==> src/design/casr_pkg.sv <==
// shared constants and types for the command latency / self refresh ends
// assumes both ends run on the one dram clock
// Behaviour
// RQ1: with latency on, capture after programmed delay
// RQ2: controller programs latency by mode command, rounded
// RQ3: receivers may turn off after capture, cs high
// RQ4: receivers stay on over consecutive commands
// RQ5: after mode command wait update plus latency
// RQ6: space mode commands by update plus latency
// RQ7: wait intervals use the newly written latency
// RQ8: termination timing unaffected by the latency
// RQ9: both temperature bits set selects automatic mode
// RQ10: automatic mode follows die temperature for rate
// RQ11: fixed mode programmed, applied at refresh entry
// RQ12: change temperature mode only outside self refresh
// RQ13: bit pairs: 00 normal 10 extended 01 reduced
// RQ14: latency off captures in the chip select cycle
package casr_pkg;
   // ***********************************************
   // bus and timing
   // ***********************************************
   localparam int CLK_PERIOD_PS = 8000;
   localparam int ADDR_W = 14;
   localparam int BA_W = 2;
   localparam int CAL_W = 3;
   localparam int WAIT_W = 8;
   localparam int CMD_ADDR_DELAY_TIME_PS = 3000;
   localparam int MODE_UPDATE_WAIT_CK = 24;
   // ***********************************************
   // mode register layout
   // ***********************************************
   localparam logic [BA_W-1:0] MR_ONE_SEL = 2'h1;
   localparam logic [BA_W-1:0] MR_TWO_SEL = 2'h2;
   localparam int CAL_LSB = 6;
   localparam int LOW_POWER_AUTO_REFRESH_MODE_LSB = 6;
   localparam logic [CAL_W-1:0] CAL_RESET = 3'h0;
   localparam logic signed [7:0] TEMP_COLD_MAX = 8'sh2D;
   localparam logic signed [7:0] TEMP_NORMAL_MAX = 8'sh55;
   typedef enum logic [2:0] {
      CMD_DES = 3'h0, CMD_MRS = 3'h1, CMD_REF = 3'h2, CMD_SRE = 3'h3,
      CMD_SRX = 3'h4, CMD_RD = 3'h5, CMD_WR = 3'h6, CMD_NOP = 3'h7
   } casr_cmd_t;
   typedef enum logic [1:0] {
      LOW_POWER_AUTO_REFRESH_MODE_NORMAL = 2'h0, LOW_POWER_AUTO_REFRESH_MODE_REDUCED = 2'h1,
      LOW_POWER_AUTO_REFRESH_MODE_EXTENDED = 2'h2, LOW_POWER_AUTO_REFRESH_MODE_AUTO = 2'h3
   } casr_low_power_auto_refresh_mode_t;
   typedef enum logic [2:0] {
      RATE_LOW = 3'h1, RATE_NORMAL = 3'h2, RATE_HIGH = 3'h4
   } casr_rate_t;
endpackage : casr_pkg

==> src/design/casr_if.sv <==
// command/address link between controller and dram end
// assumes one shared clock; the bench joins the two ends with it
`timescale 1ns/1ps
`default_nettype none
interface casr_if;
   import casr_pkg::*;
   logic cs_n;
   casr_cmd_t cmd;
   logic [BA_W-1:0] ba;
   logic [ADDR_W-1:0] addr;
   logic odt;
   modport ctrl (output cs_n, output cmd, output ba, output addr,
      output odt);
   modport dram (input cs_n, input cmd, input ba, input addr, input odt);
endinterface : casr_if
`default_nettype wire

==> src/design/casr_dram.sv <==
// dram end: command capture with chip select latency, receiver
// enable, mode registers and self refresh temperature mode
// assumes link driven by the controller on the same clock
`timescale 1ns/1ps
`default_nettype none
module casr_dram
   import casr_pkg::*;
(
   input wire logic clk_sys_in,
   input wire logic rst_in,
   input wire logic ce_in,
   casr_if.dram link,
   input wire logic signed [7:0] temp_in,
   output logic cmd_valid_out,
   output casr_cmd_t cmd_out,
   output logic [BA_W-1:0] ba_out,
   output logic [ADDR_W-1:0] addr_out,
   output logic rx_en_out,
   output logic odt_out,
   output logic [CAL_W-1:0] cal_out,
   output casr_low_power_auto_refresh_mode_t low_power_auto_refresh_mode_mode_out,
   output logic self_refresh_out,
   output casr_rate_t sr_rate_out
);
   localparam int MAX_CAL = (1 << CAL_W) - 1;

   typedef enum logic [1:0] {
      ST_RUN = 2'b01,
      ST_SREF = 2'b10
   } casr_sr_state_t;

   // ***********************************************
   // state
   // ***********************************************
   logic [MAX_CAL-1:0] pipe_reg;
   logic [MAX_CAL-1:0] pipe_next;
   logic [MAX_CAL-1:0] pend;
   logic [CAL_W-1:0] cal_reg;
   casr_low_power_auto_refresh_mode_t low_power_auto_refresh_mode_reg;
   casr_low_power_auto_refresh_mode_t sr_mode_reg;
   casr_sr_state_t state_reg;
   casr_sr_state_t state_next;
   logic cmd_valid_reg;
   casr_cmd_t cmd_reg;
   logic [BA_W-1:0] ba_reg;
   logic [ADDR_W-1:0] addr_reg;
   logic odt_reg;
   casr_rate_t rate_reg;
   logic signed [7:0] temp_s1_reg;
   logic signed [7:0] temp_s2_reg;
   logic signed [7:0] temp_s3_reg;
   logic signed [7:0] temp_use_reg;

   // ***********************************************
   // capture decode
   // ***********************************************
   wire cs_low = ~link.cs_n;
   wire cal_on = (cal_reg != CAL_RESET);
   wire [CAL_W-1:0] hit_idx = cal_reg - CAL_W'(1);
   wire pipe_hit = cal_on && pipe_reg[hit_idx];
   wire capture = cal_on ? pipe_hit : cs_low; // RQ1 RQ14
   wire cap_mrs = capture && (link.cmd == CMD_MRS);
   wire wr_mr1 = cap_mrs && (link.ba == MR_ONE_SEL);
   wire wr_mr2 = cap_mrs && (link.ba == MR_TWO_SEL);
   wire cap_sre = capture && (link.cmd == CMD_SRE);
   wire cap_srx = capture && (link.cmd == CMD_SRX);
   wire [CAL_W-1:0] cal_field = link.addr[CAL_LSB +: CAL_W];
   wire [1:0] low_power_auto_refresh_mode_field = link.addr[LOW_POWER_AUTO_REFRESH_MODE_LSB +: 2];

   // cs lows still waiting for their capture edge keep receivers on
   genvar i;
   generate
      for (i = 0; i < MAX_CAL; i++) begin : g_pend
         assign pend[i] = pipe_reg[i] && (CAL_W'(i) < cal_reg);
      end
   endgenerate

   assign pipe_next = cal_on ? {pipe_reg[MAX_CAL-2:0], cs_low}
                             : '0;

   // receivers off only once every pending capture is done
   // and chip select is back high
   assign rx_en_out = ~cal_on | cs_low | (|pend); // RQ3 RQ4

   // ***********************************************
   // self refresh state and rate
   // ***********************************************
   always_comb begin
      state_next = state_reg;
      case (state_reg)
         ST_RUN: begin
            if (cap_sre) begin
               state_next = ST_SREF;
            end
         end
         ST_SREF: begin
            if (cap_srx) begin
               state_next = ST_RUN;
            end
         end
         default: begin
            state_next = ST_RUN;
         end
      endcase
   end

   // mode in force: latched at entry while refreshing
   wire in_sref = (state_reg == ST_SREF);
   wire casr_low_power_auto_refresh_mode_t mode_eff = in_sref ? sr_mode_reg : low_power_auto_refresh_mode_reg; // RQ11
   // a reading is used only once it has held for two samples, so a
   // word caught mid-change by the synchroniser never sets the rate
   wire temp_steady = (temp_s3_reg == temp_s2_reg);
   wire temp_cold = (temp_use_reg <= TEMP_COLD_MAX);
   wire temp_hot = (temp_use_reg > TEMP_NORMAL_MAX);
   wire casr_rate_t auto_rate = temp_cold ? RATE_LOW
                              : temp_hot ? RATE_HIGH
                              : RATE_NORMAL; // RQ10
   wire casr_rate_t rate_sel =
      (mode_eff == LOW_POWER_AUTO_REFRESH_MODE_AUTO) ? auto_rate // RQ9
      : (mode_eff == LOW_POWER_AUTO_REFRESH_MODE_EXTENDED) ? RATE_HIGH
      : (mode_eff == LOW_POWER_AUTO_REFRESH_MODE_REDUCED) ? RATE_LOW
      : RATE_NORMAL; // RQ13

   // ***********************************************
   // registers
   // ***********************************************
   always_ff @(posedge clk_sys_in or posedge rst_in) begin
      if (rst_in) begin
         temp_s1_reg <= '0;
         temp_s2_reg <= '0;
         temp_s3_reg <= '0;
         temp_use_reg <= '0;
      end else if (ce_in) begin
         temp_s1_reg <= temp_in;
         temp_s2_reg <= temp_s1_reg;
         temp_s3_reg <= temp_s2_reg;
         if (temp_steady) begin
            temp_use_reg <= temp_s2_reg;
         end
      end
   end

   always_ff @(posedge clk_sys_in or posedge rst_in) begin
      if (rst_in) begin
         pipe_reg <= '0;
         cmd_valid_reg <= 1'b0;
         cmd_reg <= CMD_DES;
         ba_reg <= '0;
         addr_reg <= '0;
      end else if (ce_in) begin
         pipe_reg <= pipe_next;
         cmd_valid_reg <= capture;
         if (capture) begin
            cmd_reg <= link.cmd;
            ba_reg <= link.ba;
            addr_reg <= link.addr;
         end
      end
   end

   always_ff @(posedge clk_sys_in or posedge rst_in) begin
      if (rst_in) begin
         cal_reg <= CAL_RESET;
         low_power_auto_refresh_mode_reg <= LOW_POWER_AUTO_REFRESH_MODE_NORMAL;
      end else if (ce_in) begin
         if (wr_mr1) begin
            cal_reg <= cal_field;
         end
         if (wr_mr2) begin
            low_power_auto_refresh_mode_reg <= casr_low_power_auto_refresh_mode_t'(low_power_auto_refresh_mode_field); // RQ13
         end
      end
   end

   always_ff @(posedge clk_sys_in or posedge rst_in) begin
      if (rst_in) begin
         state_reg <= ST_RUN;
         sr_mode_reg <= LOW_POWER_AUTO_REFRESH_MODE_NORMAL;
         rate_reg <= RATE_NORMAL;
      end else if (ce_in) begin
         state_reg <= state_next;
         if (cap_sre && !in_sref) begin
            sr_mode_reg <= low_power_auto_refresh_mode_reg; // RQ11
         end
         rate_reg <= rate_sel;
      end
   end

   // termination follows the pin with no latency added
   always_ff @(posedge clk_sys_in or posedge rst_in) begin
      if (rst_in) begin
         odt_reg <= 1'b0;
      end else if (ce_in) begin
         odt_reg <= link.odt; // RQ8
      end
   end

   // ***********************************************
   // outputs
   // ***********************************************
   assign cmd_valid_out = cmd_valid_reg;
   assign cmd_out = cmd_reg;
   assign ba_out = ba_reg;
   assign addr_out = addr_reg;
   assign odt_out = odt_reg;
   assign cal_out = cal_reg;
   assign low_power_auto_refresh_mode_mode_out = low_power_auto_refresh_mode_reg;
   assign self_refresh_out = in_sref;
   assign sr_rate_out = rate_reg;
endmodule : casr_dram
`default_nettype wire

==> src/flat_wrapper.sv <==
// flat-port wrapper written by rule: the top's interface ports become plain ports
module casr_dram_flat import casr_pkg::*;
  (clk_sys_in, rst_in, ce_in, temp_in, cmd_valid_out, cmd_out, ba_out, addr_out, rx_en_out, odt_out, cal_out, low_power_auto_refresh_mode_mode_out, self_refresh_out, sr_rate_out, link_cs_n, link_cmd, link_ba, link_addr, link_odt);
  casr_if link_i ();
  input wire logic clk_sys_in;
  input wire logic rst_in;
  input wire logic ce_in;
  input wire logic signed [7:0] temp_in;
  output logic cmd_valid_out;
  output casr_cmd_t cmd_out;
  output logic [BA_W-1:0] ba_out;
  output logic [ADDR_W-1:0] addr_out;
  output logic rx_en_out;
  output logic odt_out;
  output logic [CAL_W-1:0] cal_out;
  output casr_low_power_auto_refresh_mode_t low_power_auto_refresh_mode_mode_out;
  output logic self_refresh_out;
  output casr_rate_t sr_rate_out;
  input wire logic [$bits(link_i.cs_n)-1:0] link_cs_n;
  input wire logic [$bits(link_i.cmd)-1:0] link_cmd;
  input wire logic [$bits(link_i.ba)-1:0] link_ba;
  input wire logic [$bits(link_i.addr)-1:0] link_addr;
  input wire logic [$bits(link_i.odt)-1:0] link_odt;
  assign link_i.cs_n = link_cs_n;
  assign link_i.cmd = link_cmd;
  assign link_i.ba = link_ba;
  assign link_i.addr = link_addr;
  assign link_i.odt = link_odt;
  casr_dram u_core (.clk_sys_in(clk_sys_in), .rst_in(rst_in), .ce_in(ce_in), .link(link_i), .temp_in(temp_in), .cmd_valid_out(cmd_valid_out), .cmd_out(cmd_out), .ba_out(ba_out), .addr_out(addr_out), .rx_en_out(rx_en_out), .odt_out(odt_out), .cal_out(cal_out), .low_power_auto_refresh_mode_mode_out(low_power_auto_refresh_mode_mode_out), .self_refresh_out(self_refresh_out), .sr_rate_out(sr_rate_out));
endmodule
==> config.mk <==
export PLATFORM = sky130hd
export DESIGN_NAME = casr_dram_flat
export DESIGN_NICKNAME = d
export VERILOG_FILES = /design/src/design/casr_pkg.sv /design/src/design/casr_if.sv /design/src/design/casr_dram.sv /design/src/flat_wrapper.sv
export SDC_FILE = /design/constraint.sdc
export NUM_CORES = 1
export LEC_CHECK = 0
export BUFFER_PORTS_ARGS = -buffer_cell sky130_fd_sc_hd__buf_2
export CAP_MARGIN = 20
export CORE_MARGIN = 5
export CORE_UTILIZATION = 30
export CTS_BUF_LIST = sky130_fd_sc_hd__clkbuf_16
export CTS_CLUSTER_SIZE = 8
export DETAILED_ROUTE_END_ITERATION = 6
export SYNTH_ARGS = -nofsm -noshare
export SYNTH_HDL_FRONTEND = slang
export SYNTH_SLANG_ARGS = --single-unit
==> constraint.sdc <==
create_clock -name clk_sys_in -period 2.3 [get_ports clk_sys_in]
set_input_delay 0.345 -clock clk_sys_in [delete_from_list [all_inputs] [get_ports clk_sys_in]]
set_output_delay 0.345 -clock clk_sys_in [all_outputs]
set_load 0.005 [all_outputs]
# Yosys cells after proc, flatten, opt, wreduce, memory -nomap -nowiden
# Cells that the tools add are included.
# word_totals
ff_bits	72
output_inout_bits	31
elab_cells	79
inputBits	32
# classes
order_cmp	10
bitwise_logic	4
add_sub_neg	1
n_mux	13
n_reduce_logical	23
eq_ne	13
# op_table
cell	n
$logic_and 1x1->1	14
$mux 3	4
$reduce_and 2->1	5
$lt 3x3->1 const A	3
$eq 2x2->1 const B	4
$eq 8x8->1	1
$gt 8x8->1 const B	1
$le 8x7->1 const B	1
$mux 2	4
$mux 7	1
$reduce_or 7->1	1
$eq 2x1->1 const B	3
$lt 1x3->1 const A	2
$lt 2x3->1 const A	2
$lt 3x4->1 const B	1
$ne 2x1->1 const B	2
$pmux 2 s2	1
$bmux 1 s3	1
$eq 3x1->1 const B	1
$eq 3x2->1 const B	1
$eq 3x3->1 const B	1
$reduce_and 3->1	1
$reduce_bool 3->1	1
$sub 3x1->3 const B	1
other kinds (4)	7

# Longest topological paths before layout
# Gate-level depths: netlist of run 1.
# depth
word_depth	8
mapped_depth	9
depth_no_buf	8

# Worst setup path before layout of run 1
# No wires, ideal clock.
# synth_path
kind	register to register
from	reg u_core.cal_reg[0] (netlist: u_core.cal_out[0])
to	reg u_core.addr_reg[10] (netlist: u_core.addr_out[10])
required_time_ns	2.175
path_buffers	2
path_slack_ns	-0.208
path_stages_with_launch	9
period_less_slack_ns	2.508
t_arrival_ns	2.383
cell_sequence	dfrtp_1 -> buf_2 -> inv_1 -> ha_1 -> mux4_2 -> a211o_1 -> and3_4 -> buf_6 -> mux2_4
# synth_via
elab_chain_cells	6
# synth_lines
element	line	rtl
start: declaration	casr_dram.sv:38	logic [CAL_W-1:0] cal_reg;
start signal: assignment	casr_dram.sv:167	cal_reg <= cal_field;
$sub 3x1->3	casr_dram.sv:59	wire [CAL_W-1:0] hit_idx = cal_reg - CAL_W'(1);
$bmux 1 s3	casr_dram.sv:60	wire pipe_hit = cal_on && pipe_reg[hit_idx];
$mux 1 (not written as such)	casr_dram.sv:60	
$logic_and 1x1->1	casr_dram.sv:60	
$mux 1 (*)	casr_dram.sv:61	wire capture = cal_on ? pipe_hit : cs_low;
$reduce_and 2->1 (no source line) (*)	--	
end signal: assignment	casr_dram.sv:156	addr_reg <= link.addr;
end: declaration	casr_dram.sv:46	logic [ADDR_W-1:0] addr_reg;
# Mark *: on every way between the ends. The rest lies on a longest branch, timed or not. The select of a mux whose other input is x is not followed.
# A chain may end at the register's enable or synchronous reset.

# Worst setup path after layout of run 1
# layout_path
from	reg u_core.cal_reg[0] (netlist: u_core.cal_out[0])
to	reg u_core.sr_mode_reg[1]
# layout_via
elab_chain_cells	8
# layout_lines
element	line	rtl
$sub 3x1->3	casr_dram.sv:59	
$bmux 1 s3	casr_dram.sv:60	
$mux 1 (not written as such)	casr_dram.sv:60	
$logic_and 1x1->1	casr_dram.sv:60	
$mux 1 (*)	casr_dram.sv:61	
$logic_and 1x1->1 (*)	casr_dram.sv:65	wire cap_sre = capture && (link.cmd == CMD_SRE);
$logic_and 1x1->1 (*)	casr_dram.sv:182	if (cap_sre && !in_sref) begin
$reduce_and 2->1 (no source line) (*)	--	
end signal: assignment	casr_dram.sv:183	sr_mode_reg <= low_power_auto_refresh_mode_reg;
end: declaration	casr_dram.sv:40	casr_low_power_auto_refresh_mode_t sr_mode_reg;
# Marked as above.

==> out/qor.csv, run 1 <==
stage,metric,value,unit
synth,asr flop ratio synth,100.0,%
floorplanning,die width,113.3,µm
cells_and_area,final non-filler cell total,442,
critical_path,crit path launch type,flip-flop,
sta,final setup vio count,0,
place,Cells after DPL,425,
floorplanning,core area,10370,µm²
min_path,Worst Hold Path EP,u_core.temp_s1_reg[1]$_DFFE_PP0P_,
synth,syn avg cell area,13.97,µm²
synth,largest family of logic cells by synthesized area,multiplexers,
grt,first-pass GRT wire length,10870,µm
critical_path,CP Capture Type,flip-flop,
min_path,worst hold path type,input pin to flip-flop,
cells_and_area,fraction of layout cells with a size suffix above 1,50.65,%
floorplanning,initial core utilization,30.85,%
synth,Yosys reg bits,71,
sta,Final Hold Viols,0,
synth,cell accounting for the most synthesized area,dfrtp_1,
synth,compound-gate portion of the synthesized area,6.101,%
synth,"count leader, synth",dfrtp_1,
sta,Final WS setup,0.06406,ns
floorplanning,Vert. Die Dim,113.3,µm
synth,XOR/XNOR share of the synthesized area,2.464,%
synth,syn_nets,267,
synth,mux cell area share after synthesis,24.29,%
job,maxcap violations,0,
cells_and_area,fill cell count,1037,
detailed_routing,wire per inst,14.34,µm
critical_path,WP data arrival,2.45,ns
detailed_routing,DRC Markers,0,
min_path,Hold Path Origin,temp_in[1],
place,routability cong.,0.7656,
place,PortBufs,62,
synth,ys flop type,dfrtp_1,
detailed_routing,drt pass-1 iters,4,
critical_path,r2r endpoint,u_core.sr_mode_reg[1]$_DFFE_PP0P_,
critical_path,start of the worst register-to-register path,u_core.cal_out[0]$_DFFE_PP0P_,
status,status,"complete, no violations",
critical_path,Max Fanout on Critical Path,4,
cells_and_area,Largest register FFs,14,
cells_and_area,Diodes inserted,0,
synth,"Seq/Total Area, Yosys",55.61,%
pwr,P per Cell Area,1077,nW/µm²
sta,Final Skew,0.005543,ns
cells_and_area,Final #Nets,339,
detailed_routing,vias,2036,
clocking,H-tree depth reported by CTS,3,
synth,Commonest cells post-synth,"dfrtp_1 (69), mux2_2 (39), mux2_4 (19)",
sta,worst slew pin tran,0.4875,ns
grt,largest net degree at the start of global routing,57,
detailed_routing,final WL,6339,µm
grt,vias in the first global route,2161,
synth,Post-synth EDFFs,0,
clocking,CTS tree,done,
synth,Synth top area share,53.97,%
sta,fin crit period,2.236,ns
detailed_routing,antenna-violating nets left,0,
synth,Synth Area in Simple Gates,6.688,%
detailed_routing,Iter 0 DRT Violations,100,
synth,Area contributors post-synth,"dfrtp_1 (54%), mux2_2 (14%), mux2_4 (8.9%)",
synth,Syn Std Cell Area,3199,µm²
place,Detail Placement HPWL,4529,µm
critical_path,r2r worst-path depth,7,
floorplanning,row cnt,37,
clocking,clock buffers created by TritonCTS,9,
detailed_routing,DR vias/cell,4.606,
critical_path,worst setup path class,flip-flop to flip-flop,
clocking,Clock Sinks,71,
grt,initial antenna violation count,0,
sta,max-slew violations,0,
synth,Synth Warn #,0,
synth,Mapped Cells,229,
pwr,Worst VDD drop,400.3,µV
grt,total grt overflow,0,
floorplanning,die area,12830,µm²
critical_path,Worst Path Required,2.51,ns
clocking,"Setup Fix Bufs, Post-CTS",0,
clocking,CTS max path bufs,2,
sta,maximum clock frequency,447.2,MHz
clocking,clk root buf,clkbuf_16,
synth,Netlist cell types,43,
clocking,Skew-Pair Late Insertion Delay,0.33,ns
pwr,Pleak,1.873,nW
sta,Rel. slew slack,67.47,%
min_path,Hold Path Stages,2,
place,pre-CTS setup slack,0.02566,ns
critical_path,R2R Setup Slk,0.06,ns
clocking,Clock transition at path regs,0.06,ns
cells_and_area,area delta synth->final,26.01,%
floorplanning,I/O pins,63,
sta,Tcrit/Tclk final,97.21,%
grt,GRT Total Usage,10.66,%
synth,Post-Synth Adder-Cell Area,2.346,%
==> critical path, cell delays in order (launching register included) <==
cell and delay [ns]:
dfrtp_1 0.40, inv_4 0.05, ha_4 0.27, mux4_2 0.49
a211o_1 0.28, buf_4 0.15, nand4_1 0.13, mux2_2 0.35
==> cells in the final DEF, fill, tap and decap left out, drive strengths merged, types with 2 or more instances in the layout <==
cell and instances:
nor3b 2, a211o 2, dfrtp 69, mux2i 3, nand2b 2, o2bb2ai 6
o31ai 2, xnor2 8, a21o 2, buf 69, nand2 11, clkinv 3
nand4 2, clkbuf 9, mux2 58, nor2b 3, and3 2, a31oi 2
nor2 6, ha 6, dfstp 2, inv 8, clkinvlp 3, a21oi 7
==> worst max path at each step <==
stage,from,end,cells after the start
CTS,u_core.cal_out[1]$_DFFE_PP0P_,u_core.addr_out[4]$_DFFE_PP0P_,6
global route,u_core.cal_out[0]$_DFFE_PP0P_,rx_en_out,7
floorplan,u_core.cal_out[0]$_DFFE_PP0P_,u_core.addr_out[10]$_DFFE_PP0P_,8
detailed placement,u_core.cal_out[1]$_DFFE_PP0P_,u_core.addr_out[4]$_DFFE_PP0P_,6
finish,u_core.cal_out[0]$_DFFE_PP0P_,u_core.sr_mode_reg[1]$_DFFE_PP0P_,7
global placement,u_core.cal_out[1]$_DFFE_PP0P_,u_core.addr_out[4]$_DFFE_PP0P_,6
==> what timing repair did <==
action / 4_1_cts / 5_1_grt
gates resized for setup: 0 / 5
hold buffers: 1 / 0
setup endpoints to repair: 0 / 24
hold endpoints to repair: 15 / 0
==> metal layers <==
layer,track usage (%),routed length (µm)
met2,17.10,3065
met3,4.064,359
met5,0,0
met1,13.41,2874
met4,3.125,40
==> cell type report <==
cell class                 instances  area (µm²)  area share, %
sequential                        71        1779          44.13
multi-input combinational        141        1361          33.77
timing repair buffer              70       389.1          9.652
clock buffer                       9       225.2          5.587
tap                              136       170.2          4.221
clock inverter                     7       73.82          1.831
inverter                           8       32.53         0.8070
==> metrics by stage <==
step / power, mW / hold WS (ns) / area, µm² / util (%) / TNS [ns]
2_1_floorplan: 2.602 / 0.4432 / 3228 / - / -1.298
3_3_place_gp: 2.967 / 0.3435 / 3710 / 35.77 / 0
3_5_place_dp: 3.009 / 0.3487 / 3710 / 35.77 / 0
4_1_cts: 4.403 / 0.2341 / 4019 / 38.75 / 0
5_1_grt: 4.617 / 0.2337 / 4031 / 38.88 / -0.01145
6_report: 4.342 / 0.2468 / 4031 / 38.88 / 0
==> report_power, final <==
group	leakage (nW)	total, mW	internal, mW	switching (mW)
combinational	0.864	1.17	0.718	0.451
clock	0.135	1.36	0.838	0.526
sequential	0.874	1.81	1.59	0.222
==> logic make-up after synthesis <==
family | Yosys count
DFF | 71
and+or+nand+nor | 37
buffers and inverters | 17
muxes | 62
adders and majority gates | 6
AOI/OAI and AO/OA | 27
xor gates and xnor gates | 9
(Power assumes the default switching activity.)
==> run 2: changes to the inputs <==
==> constraint.sdc (replaced) <==
create_clock -name clk_sys_in -period 2.3 [get_ports clk_sys_in]
set_input_delay 0.115 -clock clk_sys_in [delete_from_list [all_inputs] [get_ports clk_sys_in]]
set_output_delay 0.115 -clock clk_sys_in [all_outputs]
set_load 0.005 [all_outputs]
==> run 2 against run 1 <==
Compared with the run above: wire length rose by 0.74%; flip-flop and latch count is the same; die area is the same; utilization increased by 0.41 points; clock skew rose by 0.0012 ns; via count shrank 0.44%; sequential power about the same; fmax is 1.8% lower; count of clock-buffer cells in the layout unchanged; critical path type unchanged; critical endpoint is now u_core.addr_out[9]$_DFFE_PP0P_.
==> out/qor.csv, run 2 (synthesized netlist as in run 1, its figures left out) <==
stage,metric,value,unit,change
place,pre-CTS setup slack,0.02575,ns,+0.00008410 ns
place,PortBufs,62,,unchanged
critical_path,CP Capture Type,flip-flop,,
floorplanning,die width,113.3,µm,unchanged
clocking,Clock Sinks,71,,unchanged
cells_and_area,most frequent cells in the layout,"dfrtp_1 (69), buf_2 (62), mux2_2 (39), mux2_4 (19), nand2_1 (11)",,
critical_path,worst setup path class,flip-flop to flip-flop,,
sta,Tcrit/Tclk final,98.99,%,+1.8 points
sta,Final Hold Viols,0,,unchanged
cells_and_area,Final #Nets,342,,+0.88%
place,Detail Placement HPWL,4417,µm,-2.5%
floorplanning,die area,12830,µm²,unchanged
sta,fin crit period,2.277,ns,+0.04088 ns
detailed_routing,Iter 0 DRT Violations,118,,+18%
clocking,Skew-Pair Late Insertion Delay,0.33,ns,about the same
sta,Rel. slew slack,66.43,%,-1.0 points
grt,first-pass GRT wire length,10790,µm,-0.76%
grt,largest net degree at the start of global routing,72,,+26%
detailed_routing,DR vias/cell,4.555,,-1.1%
clocking,CTS tree,done,,
pwr,P per Cell Area,1095,nW/µm²,+1.7%
place,routability cong.,0.7642,,-0.18%
pwr,Worst VDD drop,417.5,µV,+4.3%
pwr,Pleak,1.897,nW,+1.3%
critical_path,WP data arrival,2.49,ns,+0.04 ns
detailed_routing,DRC Markers,0,,unchanged
floorplanning,I/O pins,63,,unchanged
sta,final setup vio count,0,,unchanged
clocking,clock buffers created by TritonCTS,9,,unchanged
detailed_routing,antenna-violating nets left,0,,unchanged
floorplanning,row cnt,37,,unchanged
detailed_routing,vias,2027,,-0.44%
sta,max-slew violations,0,,unchanged
critical_path,Worst Path Required,2.51,ns,about the same
cells_and_area,Diodes inserted,0,,unchanged
job,maxcap violations,0,,unchanged
sta,maximum clock frequency,439.2,MHz,-1.8%
clocking,Clock transition at path regs,0.06,ns,about the same
clocking,clk root buf,clkbuf_16,,
sta,Final Skew,0.006736,ns,+0.001193 ns
floorplanning,initial core utilization,30.85,%,unchanged
cells_and_area,fin util,39.29,%,+0.41 points
critical_path,crit-path max cell delay,0.49,ns,about the same
detailed_routing,wire per inst,14.35,µm,about the same
grt,total grt overflow,0,,unchanged
critical_path,crit path launch type,flip-flop,,
clocking,CTS max path bufs,2,,unchanged
grt,initial antenna violation count,0,,unchanged
floorplanning,core area,10370,µm²,unchanged
cells_and_area,"commonest non-fill, non-tap cell in the layout",dfrtp_1,,
floorplanning,Vert. Die Dim,113.3,µm,unchanged
critical_path,"slowest stage cell, crit path",mux4_2,,
detailed_routing,final WL,6386,µm,+0.74%
critical_path,CP Cell Sequence,"inv_4, ha_4, mux4_2, a211o_1, and3_4, mux2_4",,
status,status,"complete, no violations",,
grt,vias in the first global route,2103,,-2.7%
min_path,worst hold path type,input pin to flip-flop,,
critical_path,Max Fanout on Critical Path,20,,+16
sta,Final WS setup,0.02318,ns,-0.04088 ns
detailed_routing,drt pass-1 iters,4,,unchanged
clocking,H-tree depth reported by CTS,3,,unchanged
sta,worst slew pin tran,0.5031,ns,+0.01560 ns
cells_and_area,Largest register FFs,14,,unchanged
cells_and_area,area delta synth->final,27.34,%,
grt,GRT Total Usage,10.71,%,+0.050 points
cells_and_area,fill cell count,1003,,-3.3%
sta,RSZ-0062 raised after global routing,yes,,
cells_and_area,fraction of layout cells with a size suffix above 1,50.16,%,-0.49 points
run 2: per-layer routing:
metal	vias up	global-route usage, %	share of wire (%)
met1	1000	13.53	46
li1	972	-	-
met4	0	3.365	1.2
met5	-	0	0
met2	49	16.86	47
met3	6	4.278	5.7
run 2: final cells by class:
class | count | area, µm² | area share [%]
repair buffers | 73 | 415.4 | 10.20
well taps | 136 | 170.2 | 4.177
multi-input cells | 141 | 1354 | 33.23
flip-flops and latches | 71 | 1779 | 43.67
clock buffers | 9 | 225.2 | 5.528
clock inverters | 7 | 97.59 | 2.396
inverters | 8 | 32.53 | 0.7985
run 2: path summary, 6_finish.rpt:
path	from	endpoint	slack, ns	depth (start not counted)
min in group asynchronous	rst_in	u_core.addr_out[11]$_DFFE_PP0P_	0.39	4
hold reg to reg	u_core.cmd_valid_out$_DFFE_PP0P_	u_core.cmd_valid_out$_DFFE_PP0P_	0.47	1
hold / removal	link_addr[5]	u_core.addr_out[5]$_DFFE_PP0P_	0.02	2
setup / recovery	u_core.cal_out[0]$_DFFE_PP0P_	u_core.addr_out[9]$_DFFE_PP0P_	0.02	6
max in group asynchronous	rst_in	u_core.state_reg[0]$_DFFE_PP1P_	1.54	4
setup reg to reg	u_core.cal_out[0]$_DFFE_PP0P_	u_core.addr_out[9]$_DFFE_PP0P_	0.02	6
run 2: timing repair:
item / 4_1_cts / 5_1_grt
endpoints found under the setup margin: 0 / 24
hold endpoints to repair: 72 / 0
setup buffers: 0 / 0
hold buffers: 4 / 0
gates resized for setup: 0 / 2
run 2: worst max-delay path, delay by kind of cell (launching register included):
family          cells  cell delay [ns]
mux                 2             0.83
flops               1             0.39
simple gates        1             0.32
compound gates      1             0.29
fa+ha+maj           1             0.27
buf+inv             1             0.05
run 2: where the power goes:
part	internal (mW)	switching [mW]	leakage (nW)
sequential	1.59	0.218	0.874
combinational	0.718	0.451	0.872
clock	0.950	0.536	0.152
run 2: through the flow:
step / cell area [µm²] / hold WS [ns] / std cells / TNS, ns / total power, mW
floorplan: 3228 / 0.2132 / 229 / -1.298 / 2.602
global placement: 3710 / 0.2280 / 425 / 0 / 2.967
detailed placement: 3710 / 0.2236 / 425 / 0 / 3.005
CTS: 4073 / 0.001442 / 445 / 0 / 4.539
global route: 4074 / 0.0001186 / 445 / -0.9151 / 4.721
finish: 4074 / 0.01916 / 445 / 0 / 4.461
==> run 3: changes to the inputs <==
--- a/config.mk
+++ b/config.mk
@@ -12,6 +12,7 @@
 export CTS_BUF_LIST = sky130_fd_sc_hd__clkbuf_16
 export CTS_CLUSTER_SIZE = 8
 export DETAILED_ROUTE_END_ITERATION = 6
+export GPL_TIMING_DRIVEN = 0
 export SYNTH_ARGS = -nofsm -noshare
 export SYNTH_HDL_FRONTEND = slang
 export SYNTH_SLANG_ARGS = --single-unit
==> run 3 against run 2 <==
Compared with the run above: the flow now finishes with violations (negative hold slack, negative setup slack); flip-flop and latch count did not move; first-iteration DRC count fell by 8.5%; sequential share of layout area fell by 0.97 points; setup slack got worse by 0.041 ns; utilization rose by 0.89 points; global-route usage barely moved; clock skew fell by 0.0028 ns; critical endpoint is now u_core.addr_out[6]$_DFFE_PP0P_; highest routed layer unchanged.
==> out/qor.csv, run 3 (synthesized netlist as in run 1, its figures left out) <==
stage,metric,value,unit,change
clocking,H-tree depth reported by CTS,3,,unchanged
detailed_routing,wire per inst,14.53,µm,+1.3%
cells_and_area,Final #Nets,349,,+2.0%
clocking,clk root buf,clkbuf_16,,
clocking,Clock Sinks,71,,unchanged
sta,Setup TNS,-0.1136,ns,-0.1136 ns
floorplanning,I/O pins,63,,unchanged
critical_path,worst setup path class,flip-flop to flip-flop,,
critical_path,Max Fanout on Critical Path,5,,-75%
detailed_routing,Iter 0 DRT Violations,108,,-8.5%
critical_path,CP Capture Type,flip-flop,,
sta,worst slew pin tran,0.8778,ns,+0.3747 ns
pwr,Worst VDD drop,404.0,µV,-3.2%
detailed_routing,DR vias/cell,4.655,,+2.2%
sta,maximum clock frequency,431.5,MHz,-1.8%
clocking,clock buffers created by TritonCTS,9,,unchanged
grt,first-pass GRT wire length,10850,µm,+0.51%
clocking,CTS max path bufs,2,,unchanged
critical_path,CP Launch Point,u_core.cal_out[0]$_DFFE_PP0P_,,
floorplanning,initial core utilization,30.85,%,unchanged
cells_and_area,area delta synth->final,30.23,%,
place,Detail Placement HPWL,4495,µm,+1.8%
grt,initial antenna violation count,0,,unchanged
critical_path,crit path launch type,flip-flop,,
pwr,P per Cell Area,1109,nW/µm²,+1.3%
pwr,Pleak,1.935,nW,+2.0%
min_path,worst hold path type,input pin to asynchronous set/reset pin,,
grt,vias in the first global route,2182,,+3.8%
clocking,Skew-Pair Late Insertion Delay,0.33,ns,about the same
sta,max-slew violations,0,,unchanged
grt,GRT Total Usage,10.69,%,-0.024 points
critical_path,start of the worst register-to-register path,u_core.cal_out[0]$_DFFE_PP0P_,,
job,maxcap violations,0,,unchanged
critical_path,WP data arrival,2.53,ns,+0.04 ns
cells_and_area,most frequent cells in the layout,"dfrtp_1 (69), buf_2 (62), mux2_2 (37), mux2_4 (21)",,
clocking,CTS tree,done,,
floorplanning,Vert. Die Dim,113.3,µm,unchanged
sta,Final Skew,0.003922,ns,-0.002814 ns
place,PortBufs,62,,unchanged
floorplanning,die area,12830,µm²,unchanged
sta,hold slack,-0.06239,ns,-0.08155 ns
cells_and_area,"commonest non-fill, non-tap cell in the layout",dfrtp_1,,
cells_and_area,Diodes inserted,0,,unchanged
clocking,Clock transition at path regs,0.06,ns,about the same
floorplanning,row cnt,37,,unchanged
sta,Rel. slew slack,41.48,%,-25 points
sta,Final Hold Viols,35,,+35
floorplanning,die width,113.3,µm,unchanged
status,failing checks,"negative hold slack, negative setup slack",,
detailed_routing,antenna-violating nets left,0,,unchanged
critical_path,r2r worst-path depth,7,,+1
critical_path,Worst Path Required,2.52,ns,about the same
status,status,finished with violations,,
detailed_routing,drt pass-1 iters,4,,unchanged
sta,Tcrit/Tclk final,100.8,%,+1.8 points
place,Cells after DPL,427,,+0.47%
place,routability cong.,0.7927,,+3.7%
sta,fin crit period,2.318,ns,+0.04078 ns
grt,total grt overflow,0,,unchanged
detailed_routing,DRC Markers,0,,unchanged
cells_and_area,final non-filler cell total,452,,+1.6%
cells_and_area,fraction of layout cells with a size suffix above 1,50.00,%,-0.16 points
sta,final setup vio count,12,,+12
detailed_routing,vias,2104,,+3.8%
grt,largest net degree at the start of global routing,72,,unchanged
cells_and_area,fill cell count,999,,-0.40%
sta,Final WS setup,-0.01761,ns,-0.04078 ns
cells_and_area,Largest register FFs,14,,unchanged
sta,RSZ-0062 raised after global routing,yes,,
detailed_routing,final WL,6568,µm,+2.8%
floorplanning,core area,10370,µm²,unchanged
## run 3: area by class of cell
cell class                 instances  area (µm²)  share of cell area, %
buffer                             8       62.56                  1.502
clock buffer                       9       225.2                  5.405
clock inverter                     7       103.9                  2.492
inverter                           8       35.03                 0.8408
multi-input combinational        141        1365                  32.76
sequential                        71        1779                  42.70
tap                              136       170.2                  4.084
timing repair buffer              72       425.4                  10.21
## run 3: path summary, 6_finish.rpt
kind	end	slack (ns)
max	u_core.addr_out[6]$_DFFE_PP0P_	-0.02
min	u_core.addr_out[11]$_DFFE_PP0P_	-0.06
max reg2reg	u_core.addr_out[6]$_DFFE_PP0P_	-0.02
min reg2reg	u_core.cmd_valid_out$_DFFE_PP0P_	0.48
max in group asynchronous	u_core.temp_s1_reg[3]$_DFFE_PP0P_	1.75
min in group clk_sys_in	u_core.temp_s1_reg[2]$_DFFE_PP0P_	0.01
## run 3: worst max-delay path, stage by stage (launching register included)
cell and delay, ns:
dfrtp_1 0.39, inv_4 0.05, ha_4 0.27, mux4_2 0.48, a211o_1 0.30, and3_4 0.24, clkbuf_16 0.17, mux2_4 0.29
## run 3: what timing repair did
item,CTS,global route
resized for setup,3,3
hold endpoints to repair,2,0
buffers inserted,4,2
hold buffers,2,0
pin swaps,1,2
endpoints found under the setup margin,23,27
gates cloned,0,2
## run 3: power by group
| part | total, mW | internal (mW) | switching [mW] |
|---|---|---|---|
| logic | 1.29 | 0.805 | 0.485 |
| clock network | 1.53 | 0.964 | 0.566 |
| registers | 1.80 | 1.59 | 0.216 |
## run 3: metrics by stage
stage / power [mW] / util (%) / hold WS, ns / area (µm²) / setup slack (ns)
after global routing: 4.883 / 40.18 / 0.0003422 / 4167 / -0.07954
final: 4.622 / 40.18 / -0.06239 / 4167 / -0.01761
after global placement: 2.977 / 35.76 / 0.3307 / 3709 / -0.5167
after CTS: 4.625 / 39.59 / 0.001039 / 4105 / -0.07216
after floorplan: 2.602 / - / 0.2132 / 3228 / -0.06955
after detailed placement: 3.018 / 35.79 / 0.3430 / 3711 / -0.1686
## run 3: routing by layer
metal | global-route usage, % | wire length, µm
met1 | 13.50 | 3083
met2 | 16.82 | 3054
met3 | 3.690 | 321
met4 | 4.247 | 109
met5 | 0 | 0
